<file path="src/hw/ecp_defs.svh">
`ifndef ECP_DEFS_SVH
`define ECP_DEFS_SVH

// ----------------------------------------
// Sizes
// ----------------------------------------
`define ECP_NUM_CNT 24
`define ECP_NUM_EVT 32
`define ECP_NUM_EXT 24
`define ECP_NUM_AHB 8
`define ECP_NUM_CORE 4
`define ECP_SEL_W 5
`define ECP_CNT_W 32
`define ECP_ADDR_W 12
`define ECP_ROUTE_W 128

// ----------------------------------------
// Register offsets
// ----------------------------------------
`define ECP_OFF_BASE 12'h000
`define ECP_OFF_CNT_FIRST 12'h004
`define ECP_OFF_CNT_LAST 12'h060
`define ECP_OFF_OVF_MASK 12'h064
`define ECP_OFF_OVF_VEC 12'h068
`define ECP_OFF_ROUTE0 12'h0AC
`define ECP_OFF_ROUTE1 12'h0B0
`define ECP_OFF_ROUTE2 12'h0B4
`define ECP_OFF_ROUTE3 12'h0B8

// ----------------------------------------
// Base configuration fields
// ----------------------------------------
`define ECP_BIT_CNT_EN 0
`define ECP_BIT_CNT_RST 1
`define ECP_BIT_OVF_EN 2
`define ECP_BIT_OVF_RST 3
`define ECP_BIT_QUOTA_EN 4
`define ECP_BIT_QUOTA_RST 5
`define ECP_TEST_LSB 6
`define ECP_TEST_MSB 7
`define ECP_BASE_RESET 32'h00000000
`define ECP_BASE_MASK 32'h000000FF

// ----------------------------------------
// Reset values and counter maximum
// ----------------------------------------
`define ECP_CNT_RESET 32'h00000000
`define ECP_CNT_MAX 32'hFFFFFFFF
`define ECP_MASK_RESET 24'h000000
`define ECP_ROUTE_RESET 128'h0

`endif

</file>
<file path="src/hw/ecp_pkg.sv">
`include "ecp_defs.svh"

package ecp_pkg;
  typedef logic [31:0] ecp_word_t;
  typedef logic [`ECP_ADDR_W-1:0] ecp_addr_t;
  typedef logic [`ECP_NUM_EXT-1:0] ecp_ext_t;
  typedef logic [`ECP_NUM_CNT-1:0] ecp_cnt_vec_t;
  typedef logic [`ECP_NUM_EVT-1:0] ecp_evt_vec_t;
  typedef logic [`ECP_ROUTE_W-1:0] ecp_route_t;
  typedef logic [`ECP_SEL_W-1:0] ecp_sel_t;
  typedef enum logic [1:0] {
    ECP_TEST_OFF,
    ECP_TEST_ALL_ONE,
    ECP_TEST_ALL_ZERO,
    ECP_TEST_FIRST_ONE
  } ecp_test_t;
endpackage

</file>
<file path="src/hw/ecp_route_if.sv">
interface ecp_route_if;
  import ecp_pkg::*;
  logic clk;
  logic rst_n;
  ecp_evt_vec_t events;
  ecp_route_t route_bits;
  ecp_test_t test_mode;
  ecp_cnt_vec_t routed;
  modport ctrl (output clk, output rst_n, output events, output route_bits, output test_mode, input routed);
  modport xbar (input clk, input rst_n, input events, input route_bits, input test_mode, output routed);
endinterface

</file>
<file path="src/hw/ecp_event_router.sv">
`include "ecp_defs.svh"

module ecp_event_router (
  ecp_route_if.xbar rif
);
  import ecp_pkg::*;

  // ----------------------------------------
  // Per-counter input pick
  // ----------------------------------------
  function automatic logic pick(input ecp_test_t mode, input ecp_evt_vec_t ev, input ecp_sel_t sel,
                                input logic first);
    case (mode)
      ECP_TEST_OFF: pick = ev[sel];
      ECP_TEST_ALL_ONE: pick = 1'b1;
      ECP_TEST_ALL_ZERO: pick = 1'b0;
      ECP_TEST_FIRST_ONE: pick = first;
      default: pick = 1'b0;
    endcase
  endfunction

  for (genvar n = 0; n < `ECP_NUM_CNT; n++) begin : g_out
    // Field n feeds counter n
    assign rif.routed[n] = pick(rif.test_mode, rif.events, rif.route_bits[`ECP_SEL_W*n +: `ECP_SEL_W],
                                (n == 0));

  end
endmodule

</file>
<file path="src/hw/ecp_event_counter.sv">
`include "ecp_defs.svh"

module ecp_event_counter (
  input wire logic core_clk,
  input wire logic resetn,
  input wire logic psel,
  input wire logic penable,
  input wire logic pwrite,
  input wire ecp_pkg::ecp_addr_t paddr,
  input wire ecp_pkg::ecp_word_t pwdata,
  output ecp_pkg::ecp_word_t prdata,
  output logic pready,
  output logic pslverr,
  input wire logic hsel,
  input wire logic [1:0] htrans,
  input wire logic hready,
  input wire logic [1:0] hmaster,
  output logic hreadyout,
  output logic hresp,
  input wire ecp_pkg::ecp_ext_t ext_events,
  output logic irq_ovf
);
  import ecp_pkg::*;

  // ----------------------------------------
  // Reset release
  // ----------------------------------------
  logic rst_meta;
  logic rst_n_s;

  always_ff @(posedge core_clk or negedge resetn) begin
    if (!resetn) begin
      rst_meta <= 1'b0;
      rst_n_s <= 1'b0;
    end else begin
      rst_meta <= 1'b1;
      rst_n_s <= rst_meta;
    end
  end

  // ----------------------------------------
  // Address decoding
  // ----------------------------------------
  function automatic logic is_cnt(input ecp_addr_t a);
    is_cnt = (a >= `ECP_OFF_CNT_FIRST) && (a <= `ECP_OFF_CNT_LAST);
  endfunction

  function automatic logic [4:0] cnt_slot(input ecp_addr_t a);
    ecp_addr_t d;
    d = a - `ECP_OFF_CNT_FIRST;
    cnt_slot = d[6:2];
  endfunction

  function automatic logic is_route(input ecp_addr_t a);
    is_route = (a >= `ECP_OFF_ROUTE0) && (a <= `ECP_OFF_ROUTE3);
  endfunction

  function automatic logic [1:0] route_slot(input ecp_addr_t a);
    ecp_addr_t d;
    d = a - `ECP_OFF_ROUTE0;
    route_slot = d[3:2];
  endfunction

  ecp_addr_t waddr;
  logic wr;
  logic setup;

  assign waddr = {paddr[`ECP_ADDR_W-1:2], 2'b00};
  assign setup = psel && !penable;
  assign wr = psel && penable && pwrite && pready;

  // ----------------------------------------
  // Register state
  // ----------------------------------------
  ecp_word_t base;
  ecp_cnt_vec_t ovf_mask;
  ecp_cnt_vec_t ovf_vec;
  ecp_route_t route;
  ecp_word_t count [`ECP_NUM_CNT];
  ecp_word_t next_base;
  ecp_cnt_vec_t next_ovf_mask;
  ecp_cnt_vec_t next_ovf_vec;
  ecp_route_t next_route;
  ecp_word_t next_count [`ECP_NUM_CNT];
  logic next_irq_ovf;

  logic cnt_on;
  logic cnt_rst;
  logic ovf_on;
  logic ovf_rst;
  ecp_test_t test_mode;

  assign cnt_on = base[`ECP_BIT_CNT_EN];
  assign cnt_rst = base[`ECP_BIT_CNT_RST];
  assign ovf_on = base[`ECP_BIT_OVF_EN];
  assign ovf_rst = base[`ECP_BIT_OVF_RST];
  assign test_mode = ecp_test_t'(base[`ECP_TEST_MSB:`ECP_TEST_LSB]);

  // ----------------------------------------
  // Bus snoop
  // ----------------------------------------
  logic [`ECP_NUM_AHB-1:0] ahb_evt;
  logic [`ECP_NUM_AHB-1:0] next_ahb_evt;

  always_comb begin
    for (int c = 0; c < `ECP_NUM_CORE; c++) begin
      next_ahb_evt[2*c] = hsel && htrans[1] && hready && (hmaster == 2'(c));
      next_ahb_evt[2*c+1] = hsel && htrans[1] && !hready && (hmaster == 2'(c));
    end
  end

  always_ff @(posedge core_clk or negedge rst_n_s) begin
    if (!rst_n_s) begin
      ahb_evt <= '0;
      hreadyout <= 1'b1;
      hresp <= 1'b0;
    end else begin
      ahb_evt <= next_ahb_evt;
      hreadyout <= 1'b1;
      hresp <= 1'b0;
    end
  end

  // ----------------------------------------
  // Crossbar and self-test
  // ----------------------------------------
  ecp_route_if rif ();

  assign rif.clk = core_clk;
  assign rif.rst_n = rst_n_s;
  assign rif.events = {ext_events, ahb_evt};
  assign rif.route_bits = route;
  assign rif.test_mode = test_mode;

  ecp_event_router u_router (
    .rif(rif.xbar)
  );

  // ----------------------------------------
  // Counter strobes
  // ----------------------------------------
  ecp_cnt_vec_t host_wr;
  ecp_cnt_vec_t inc;
  ecp_cnt_vec_t wrap;

  always_comb begin
    for (int k = 0; k < `ECP_NUM_CNT; k++) begin
      host_wr[k] = wr && is_cnt(waddr) && (cnt_slot(waddr) == 5'(k));
      inc[k] = cnt_on && !cnt_rst && !host_wr[k] && rif.routed[k];
      wrap[k] = inc[k] && (count[k] == `ECP_CNT_MAX);
    end
  end

  // ----------------------------------------
  // Register file next values
  // ----------------------------------------
  always_comb begin
    next_base = base;
    next_ovf_mask = ovf_mask;
    next_route = route;
    for (int k = 0; k < `ECP_NUM_CNT; k++) begin
      if (cnt_rst) begin
        next_count[k] = `ECP_CNT_RESET;
      end else if (host_wr[k]) begin
        next_count[k] = pwdata;
      end else if (inc[k]) begin
        next_count[k] = count[k] + 32'h00000001;
      end else begin
        next_count[k] = count[k];
      end
      // Set wins over the overflow reset
      next_ovf_vec[k] = (ovf_rst ? 1'b0 : ovf_vec[k]) | (wrap[k] && ovf_on && ovf_mask[k]);
    end
    if (wr) begin
      if (waddr == `ECP_OFF_BASE) begin
        next_base = pwdata & `ECP_BASE_MASK;
      end else if (waddr == `ECP_OFF_OVF_MASK) begin
        next_ovf_mask = pwdata[`ECP_NUM_CNT-1:0];
      end else if (is_route(waddr)) begin
        next_route[32*route_slot(waddr) +: 32] = pwdata;
      end
    end
    next_irq_ovf = |(next_ovf_vec & next_ovf_mask);
  end

  always_ff @(posedge core_clk or negedge rst_n_s) begin
    if (!rst_n_s) begin
      base <= `ECP_BASE_RESET;
      ovf_mask <= `ECP_MASK_RESET;
      ovf_vec <= '0;
      route <= `ECP_ROUTE_RESET;
      irq_ovf <= 1'b0;
      for (int k = 0; k < `ECP_NUM_CNT; k++) begin
        count[k] <= `ECP_CNT_RESET;
      end
    end else begin
      base <= next_base;
      ovf_mask <= next_ovf_mask;
      ovf_vec <= next_ovf_vec;
      route <= next_route;
      irq_ovf <= next_irq_ovf;
      for (int k = 0; k < `ECP_NUM_CNT; k++) begin
        count[k] <= next_count[k];
      end
    end
  end

  // ----------------------------------------
  // APB read and handshake
  // ----------------------------------------
  ecp_word_t rd_probe;
  ecp_word_t next_prdata;
  logic next_pready;

  always_comb begin
    rd_probe = 32'h00000000;
    if (waddr == `ECP_OFF_BASE) begin
      rd_probe = base;
    end else if (is_cnt(waddr)) begin
      rd_probe = count[cnt_slot(waddr)];
    end else if (waddr == `ECP_OFF_OVF_MASK) begin
      rd_probe = {8'h00, ovf_mask};
    end else if (waddr == `ECP_OFF_OVF_VEC) begin
      rd_probe = {8'h00, ovf_vec};
    end else if (is_route(waddr)) begin
      rd_probe = route[32*route_slot(waddr) +: 32];
    end
  end

  always_comb begin
    next_pready = setup;
    next_prdata = prdata;
    if (setup && !pwrite) begin
      next_prdata = rd_probe;
    end
  end

  always_ff @(posedge core_clk or negedge rst_n_s) begin
    if (!rst_n_s) begin
      prdata <= 32'h00000000;
      pready <= 1'b0;
      pslverr <= 1'b0;
    end else begin
      prdata <= next_prdata;
      pready <= next_pready;
      pslverr <= 1'b0;
    end
  end

  // ----------------------------------------
  // Checks
  // ----------------------------------------
  logic rd_unmapped;

  assign rd_unmapped = !is_cnt(waddr) && !is_route(waddr) && (waddr != `ECP_OFF_BASE) &&
                       (waddr != `ECP_OFF_OVF_MASK) && (waddr != `ECP_OFF_OVF_VEC);

  for (genvar k = 0; k < `ECP_NUM_CNT; k++) begin : g_chk

  end
endmodule

</file>
<file path="config.mk">
export PLATFORM = sky130hd
export DESIGN_NAME = ecp_event_counter
export DESIGN_NICKNAME = d
export VERILOG_FILES = /design/src/hw/ecp_pkg.sv /design/src/hw/ecp_route_if.sv /design/src/hw/ecp_event_router.sv /design/src/hw/ecp_event_counter.sv
export VERILOG_INCLUDE_DIRS = /design/src /design/src/hw
export SDC_FILE = /design/constraint.sdc
export NUM_CORES = 2
export LEC_CHECK = 0
export BUFFER_PORTS_ARGS = -buffer_cell sky130_fd_sc_hd__buf_2
export CAP_MARGIN = 10
export CORE_UTILIZATION = 51
export DETAILED_ROUTE_END_ITERATION = 10
export GPL_TIMING_DRIVEN = 0
export HOLD_SLACK_MARGIN = 0.03
export PLACE_DENSITY_LB_ADDON = 0.08
export SLEW_MARGIN = 0
export SYNTH_ARGS = -nofsm -noshare
export SYNTH_HDL_FRONTEND = slang
export SYNTH_SLANG_ARGS = --single-unit
export TNS_END_PERCENT = 10
</file>
<file path="constraint.sdc">
create_clock -name core_clk -period 41.7 [get_ports core_clk]
set_input_delay 2.085 -clock core_clk [delete_from_list [all_inputs] [get_ports core_clk]]
set_output_delay 2.085 -clock core_clk [all_outputs]
set_load 0.02 [all_outputs]
</file>
==> report_table.html <==
<table>
<tr><th>Metric</th><th>Value</th></tr>
<tr><th colspan="2">Worst setup path</th></tr>
<tr><td>Cell class contributing the biggest share of worst-path delay</td><td>buffers and inverters</td></tr>
<tr><td>Delay of the slowest cell on the worst path</td><td>about 1.0 ns</td></tr>
<tr><td>Data arrival at the endpoint of the critical path</td><td>~11 ns</td></tr>
<tr><td>Critical path, cell by cell</td><td>buf_2, buf_2, buf_2, buf_1, buf_1, buf_8, buf_2, inv_1, ha_1, clkbuf_1, clkbuf_1, clkbuf_1, clkbuf_1, nand2_1, clkbuf_1, o31ai_1</td></tr>
<tr><td>Category of the worst setup path launch point</td><td>primary input</td></tr>
<tr><td>Worst reg-to-reg setup slack</td><td>about 35 ns</td></tr>
<tr><td>Slowest stage cell on the critical path</td><td>sky130_fd_sc_hd__clkbuf_1</td></tr>
<tr><td>Endpoint required time on the critical path</td><td>about 42 ns</td></tr>
<tr><td>Worst Path Buf+Inv</td><td>13</td></tr>
<tr><td>Critical path's most frequent cell</td><td>sky130_fd_sc_hd__clkbuf_1</td></tr>
<tr><td>Worst Setup Path Type</td><td>primary input to register</td></tr>
<tr><td>Nature of the critical path endpoint</td><td>register</td></tr>
<tr><td>Crit-path max FO</td><td>10</td></tr>
<tr><th colspan="2">Clocking</th></tr>
<tr><td>Clock transition time at the flip-flop clock pins of the worst setup and hold paths</td><td>approximately 0.06 ns</td></tr>
<tr><td>TritonCTS Sinks</td><td>between 900 and 1000</td></tr>
<tr><td>Cts bufs inserted</td><td>118</td></tr>
<tr><td>Count of cells resized by post-cts repair</td><td>0</td></tr>
<tr><td>Number of buffers between clock root and the deepest sink</td><td>3</td></tr>
<tr><td>TritonCTS clock tree</td><td>yes</td></tr>
<tr><td>Post-CTS Setup Inserts</td><td>0</td></tr>
<tr><td>Worst skew pair latency</td><td>roughly 0.80 ns</td></tr>
<tr><td>CTS hold repair buffers</td><td>0</td></tr>
<tr><td>CTS Root Cell</td><td>sky130_fd_sc_hd__clkbuf_16</td></tr>
<tr><td>Count of H-tree levels built during CTS</td><td>3</td></tr>
<tr><th colspan="2">Synthesis</th></tr>
<tr><td>Number of warnings issued by yosys</td><td>0</td></tr>
<tr><td>Number of enable-type register cells in the synthesized netlist</td><td>0</td></tr>
<tr><td>Mux cell area share after synthesis</td><td>15.5%</td></tr>
<tr><td>Most common cell in the netlist</td><td>sky130_fd_sc_hd__dfrtp_1</td></tr>
<tr><td>Complex-gate fraction of the synthesized area</td><td>15.2%</td></tr>
<tr><td>Prevailing post-synth register cell</td><td>sky130_fd_sc_hd__dfrtp_1</td></tr>
<tr><td>Post-synthesis sequential element count</td><td>about 1000</td></tr>
<tr><td>Area fraction of the dominant cell type after synthesis</td><td>between 30% and 40%</td></tr>
<tr><td>Share of synthesized area occupied by flip-flops and latches</td><td>36.0%</td></tr>
<tr><td>Distinct cells, synth</td><td>97</td></tr>
<tr><td>Dominant combinational cell family by area after synthesis</td><td>simple AND/OR/NAND/NOR gates</td></tr>
<tr><td>Biggest area consumer among synthesized cells</td><td>sky130_fd_sc_hd__dfrtp_1</td></tr>
<tr><td>FFs w/ async S/R, synth</td><td>100%</td></tr>
<tr><td>Xor/xnor cell area share of the yosys netlist</td><td>~7.5%</td></tr>
<tr><td>Simple-gate area share of the yosys netlist</td><td>about 21%</td></tr>
<tr><td>Post-synthesis cell area</td><td>between 60000 and 70000 µm²</td></tr>
<tr><td>Post-Synthesis Mean Instance Area</td><td>9.26 µm²</td></tr>
<tr><td>Post-Synth Adder-Cell Area</td><td>less than 1%</td></tr>
<tr><td>Most used standard cells in the synthesized netlist</td><td>sky130_fd_sc_hd__dfrtp_1, sky130_fd_sc_hd__nor2_1, sky130_fd_sc_hd__nand2_1</td></tr>
<tr><td>Largest cells by area after synthesis</td><td>sky130_fd_sc_hd__dfrtp_1, sky130_fd_sc_hd__mux4_2, sky130_fd_sc_hd__a211oi_1, sky130_fd_sc_hd__nor2_1, sky130_fd_sc_hd__xor2_1</td></tr>
<tr><td>Post-synthesis cell count</td><td>roughly 7500</td></tr>
<tr><th colspan="2">Drt</th></tr>
<tr><td>Initial drt markers</td><td>between 10000 and 15000</td></tr>
<tr><td>Wire length per cell</td><td>40.2 µm</td></tr>
<tr><td>Overall via count from detail_route</td><td>between 70000 and 80000</td></tr>
<tr><td>Final wirelength</td><td>between 300 and 400 mm</td></tr>
<tr><td>Via density per instance</td><td>7.52</td></tr>
<tr><td>Count of TritonRoute iterations in the first routing pass</td><td>9</td></tr>
<tr><td>Remaining antenna violation count</td><td>0</td></tr>
<tr><td>Number of design rule violations left after detail routing</td><td>0</td></tr>
<tr><th colspan="2">Cells and area</th></tr>
<tr><td>Layout overhead on the synthesized area</td><td>12.2%</td></tr>
<tr><td>Layout Nets</td><td>roughly 7900</td></tr>
<tr><td>Utilization after layout</td><td>around 58%</td></tr>
<tr><td>Multi-input gate area</td><td>41200 µm²</td></tr>
<tr><td>Fillers</td><td>about 12000</td></tr>
<tr><td>Sequential cell area in the final layout</td><td>24900 µm²</td></tr>
<tr><td>Share of final-layout standard cells stronger than drive strength 1</td><td>12.2%</td></tr>
<tr><th colspan="2">STA</th></tr>
<tr><td>Ratio of final minimum period to clock period</td><td>25.7%</td></tr>
<tr><td>Minimum clock period</td><td>around 11 ns</td></tr>
<tr><td>Total negative slack for setup checks</td><td>0 ns</td></tr>
<tr><td>F_max</td><td>93.2 MHz</td></tr>
<tr><td>Setup repair after global routing missed its margin</td><td>no</td></tr>
<tr><td>Final setup viols</td><td>0</td></tr>
<tr><td>Hold Fails Final Rpt</td><td>0</td></tr>
<tr><td>Transition time at the pin with the least slew margin</td><td>around 1.5 ns</td></tr>
<tr><td>Worst setup skew after layout</td><td>0.0371 ns</td></tr>
<tr><td>Worst rel slew slack</td><td>-0.162%</td></tr>
<tr><td>Fin. max-slew vios</td><td>10</td></tr>
<tr><th colspan="2">Pwr</th></tr>
<tr><td>Pwr per Cell Area</td><td>between 30 and 40 nW/µm²</td></tr>
<tr><td>Peak supply drop</td><td>roughly 0.034 mV</td></tr>
<tr><td>Leakage dissipation</td><td>approximately 30 nW</td></tr>
<tr><th colspan="2">Global route</th></tr>
<tr><td>Maximum number of pins on one net before global-route repair</td><td>approximately 70</td></tr>
<tr><td>Vias in the first global route</td><td>approximately 65000</td></tr>
<tr><td>First-pass GRT wire length</td><td>~530 mm</td></tr>
<tr><td>GRT Resource Usage Total</td><td>a little under three fifths</td></tr>
<tr><td>Number of antenna violations at the first check in global routing</td><td>between 50 and 60</td></tr>
<tr><td>GRT overflow</td><td>0</td></tr>
<tr><th colspan="2">Place</th></tr>
<tr><td>Placer Congestion</td><td>approximately 1.2</td></tr>
<tr><td>Port Buffers</td><td>76</td></tr>
<tr><td>Half-perimeter wire length after detailed placement</td><td>~300 mm</td></tr>
<tr><th colspan="2">Job</th></tr>
<tr><td>Number of max-capacitance violations reported</td><td>4</td></tr>
<tr><th colspan="2">Die</th></tr>
<tr><td>Width of the die</td><td>370 µm</td></tr>
<tr><td>Core Rows</td><td>between 100 and 150</td></tr>
<tr><td>Die Area</td><td>~140000 µm²</td></tr>
<tr><td>Starting utilization of the core area</td><td>between 50% and 60%</td></tr>
<tr><td>Top-level port count</td><td>between 100 and 150</td></tr>
<tr><td>Core Footprint</td><td>roughly 130000 µm²</td></tr>
<tr><td>Die H</td><td>370 µm</td></tr>
<tr><th colspan="2">Outcome</th></tr>
<tr><td>Outcome</td><td>finished, violations left</td></tr>
<tr><td>Violated checks</td><td>capacitance limit, slew limit</td></tr>
<tr><th colspan="2">Worst hold path</th></tr>
<tr><td>Kind of path behind the tightest hold check</td><td>register to register</td></tr>
</table>
## registers in the layout, indices dropped and copies added, names as in the netlist
name            count
ahb_evt             8
base                8
count             768
irq_ovf             1
ovf_mask           24
ovf_vec            24
prdata             32
pready              1
rif.route_bits    128
rif.rst_n           1
rst_meta            1
## metrics by stage
step / power (mW) / cells / cell area, µm² / hold slack, ns / worst slack, ns
2_1_floorplan: 1.09 / 7475 / 69200 / 0.331 / 11.88
3_3_place_gp: 1.21 / 9319 / 71800 / 0.344 / -2.01
3_5_place_dp: 1.22 / 9383 / 73200 / 0.349 / 31.14
4_1_cts: 2.32 / 9602 / 77300 / 0.363 / 31.93
5_1_grt: 2.37 / 9626 / 77500 / 0.377 / 31.63
6_report: 2.36 / 9672 / 77600 / 0.362 / 30.97
## cell type report
| type | instances | share of cell area (%) |
|---|---|---|
| Multi-Input combinational cell | 5669 | 53.1 |
| Sequential cell | 996 | 32.1 |
| Clock buffer | 165 | 4.38 |
| Buffer | 671 | 3.49 |
| Tap cell | 1768 | 2.85 |
| Timing Repair Buffer | 155 | 2.37 |
| Clock inverter | 54 | 0.872 |
| Inverter | 139 | 0.672 |
| Antenna cell | 55 | 0.177 |
## placed cells by master, fill, tap and decap left out, drive strengths merged, types with 94 or more instances in the layout
master  count
dfrtp     996
nor2      981
clkbuf    686
nand2     664
a211oi    627
mux4      373
nand3     361
buf       304
xor2      302
xnor2     290
o21ai     232
mux2i     182
nand4     180
and3      167
inv       141
nor3      129
or3       126
a311oi    117
o31ai     114
a21oi      94
## final timing paths
| path | from | endpoint | cells past startpoint |
|---|---|---|---|
| max | paddr[2] | rif.route_bits[65]$_DFFE_PN0P_ | 16 |
| min | rst_meta$_DFF_PN0_ | rif.rst_n$_DFF_PN0_ | 0 |
| max reg2reg | base[7]$_DFFE_PN0P_ | irq_ovf$_DFF_PN0_ | 8 |
| min reg2reg | rst_meta$_DFF_PN0_ | rif.rst_n$_DFF_PN0_ | 0 |
| max in group asynchronous | rif.rst_n$_DFF_PN0_ | count[559]$_DFFE_PN0P_ | 5 |
| min in group asynchronous | rif.rst_n$_DFF_PN0_ | count[76]$_DFFE_PN0P_ | 0 |
## worst register-to-register path: stages, from the launching register on
cell	delay, ns
sky130_fd_sc_hd__dfrtp_1	0.60
sky130_fd_sc_hd__nor2_1	1.09
sky130_fd_sc_hd__clkbuf_1	0.93
sky130_fd_sc_hd__nand4_1	0.87
sky130_fd_sc_hd__a32o_1	0.61
sky130_fd_sc_hd__a2111oi_0	1.06
sky130_fd_sc_hd__o211ai_1	0.27
sky130_fd_sc_hd__nor4bb_1	0.52
sky130_fd_sc_hd__nand3_1	0.45
## cell families (layout without fill, tap and decap cells)
family | Yosys count | in the layout
mux | 601 | 601
compound gates | 1471 | 1471
xor+xnor | 592 | 592
simple gates | 2971 | 2971
flops | 996 | 996
buf+inv | 810 | 1184
fa+ha+maj | 30 | 30
other cells | 2 | 59
## per-layer routing
layer / global-route usage [%] / part of all wire [%] / vias to the layer above
li1: - / - / 28300
met1: 69.8 / 35 / 35800
met2: 71.6 / 38 / 6870
met3: 29.9 / 18 / 1631
met4: 39.7 / 8.9 / 36
met5: 0.909 / 0.13 / -
## power breakdown
part / internal, mW / switching (mW) / leakage, nW
combinational: 0.0602 / 0.190 / 14.0
sequential: 0.971 / 0.00824 / 13.5
clock: 0.643 / 0.484 / 2.01
total: 1.67 / 0.682 / 29.6
No activity file was read; power rests on OpenSTA's default activity.
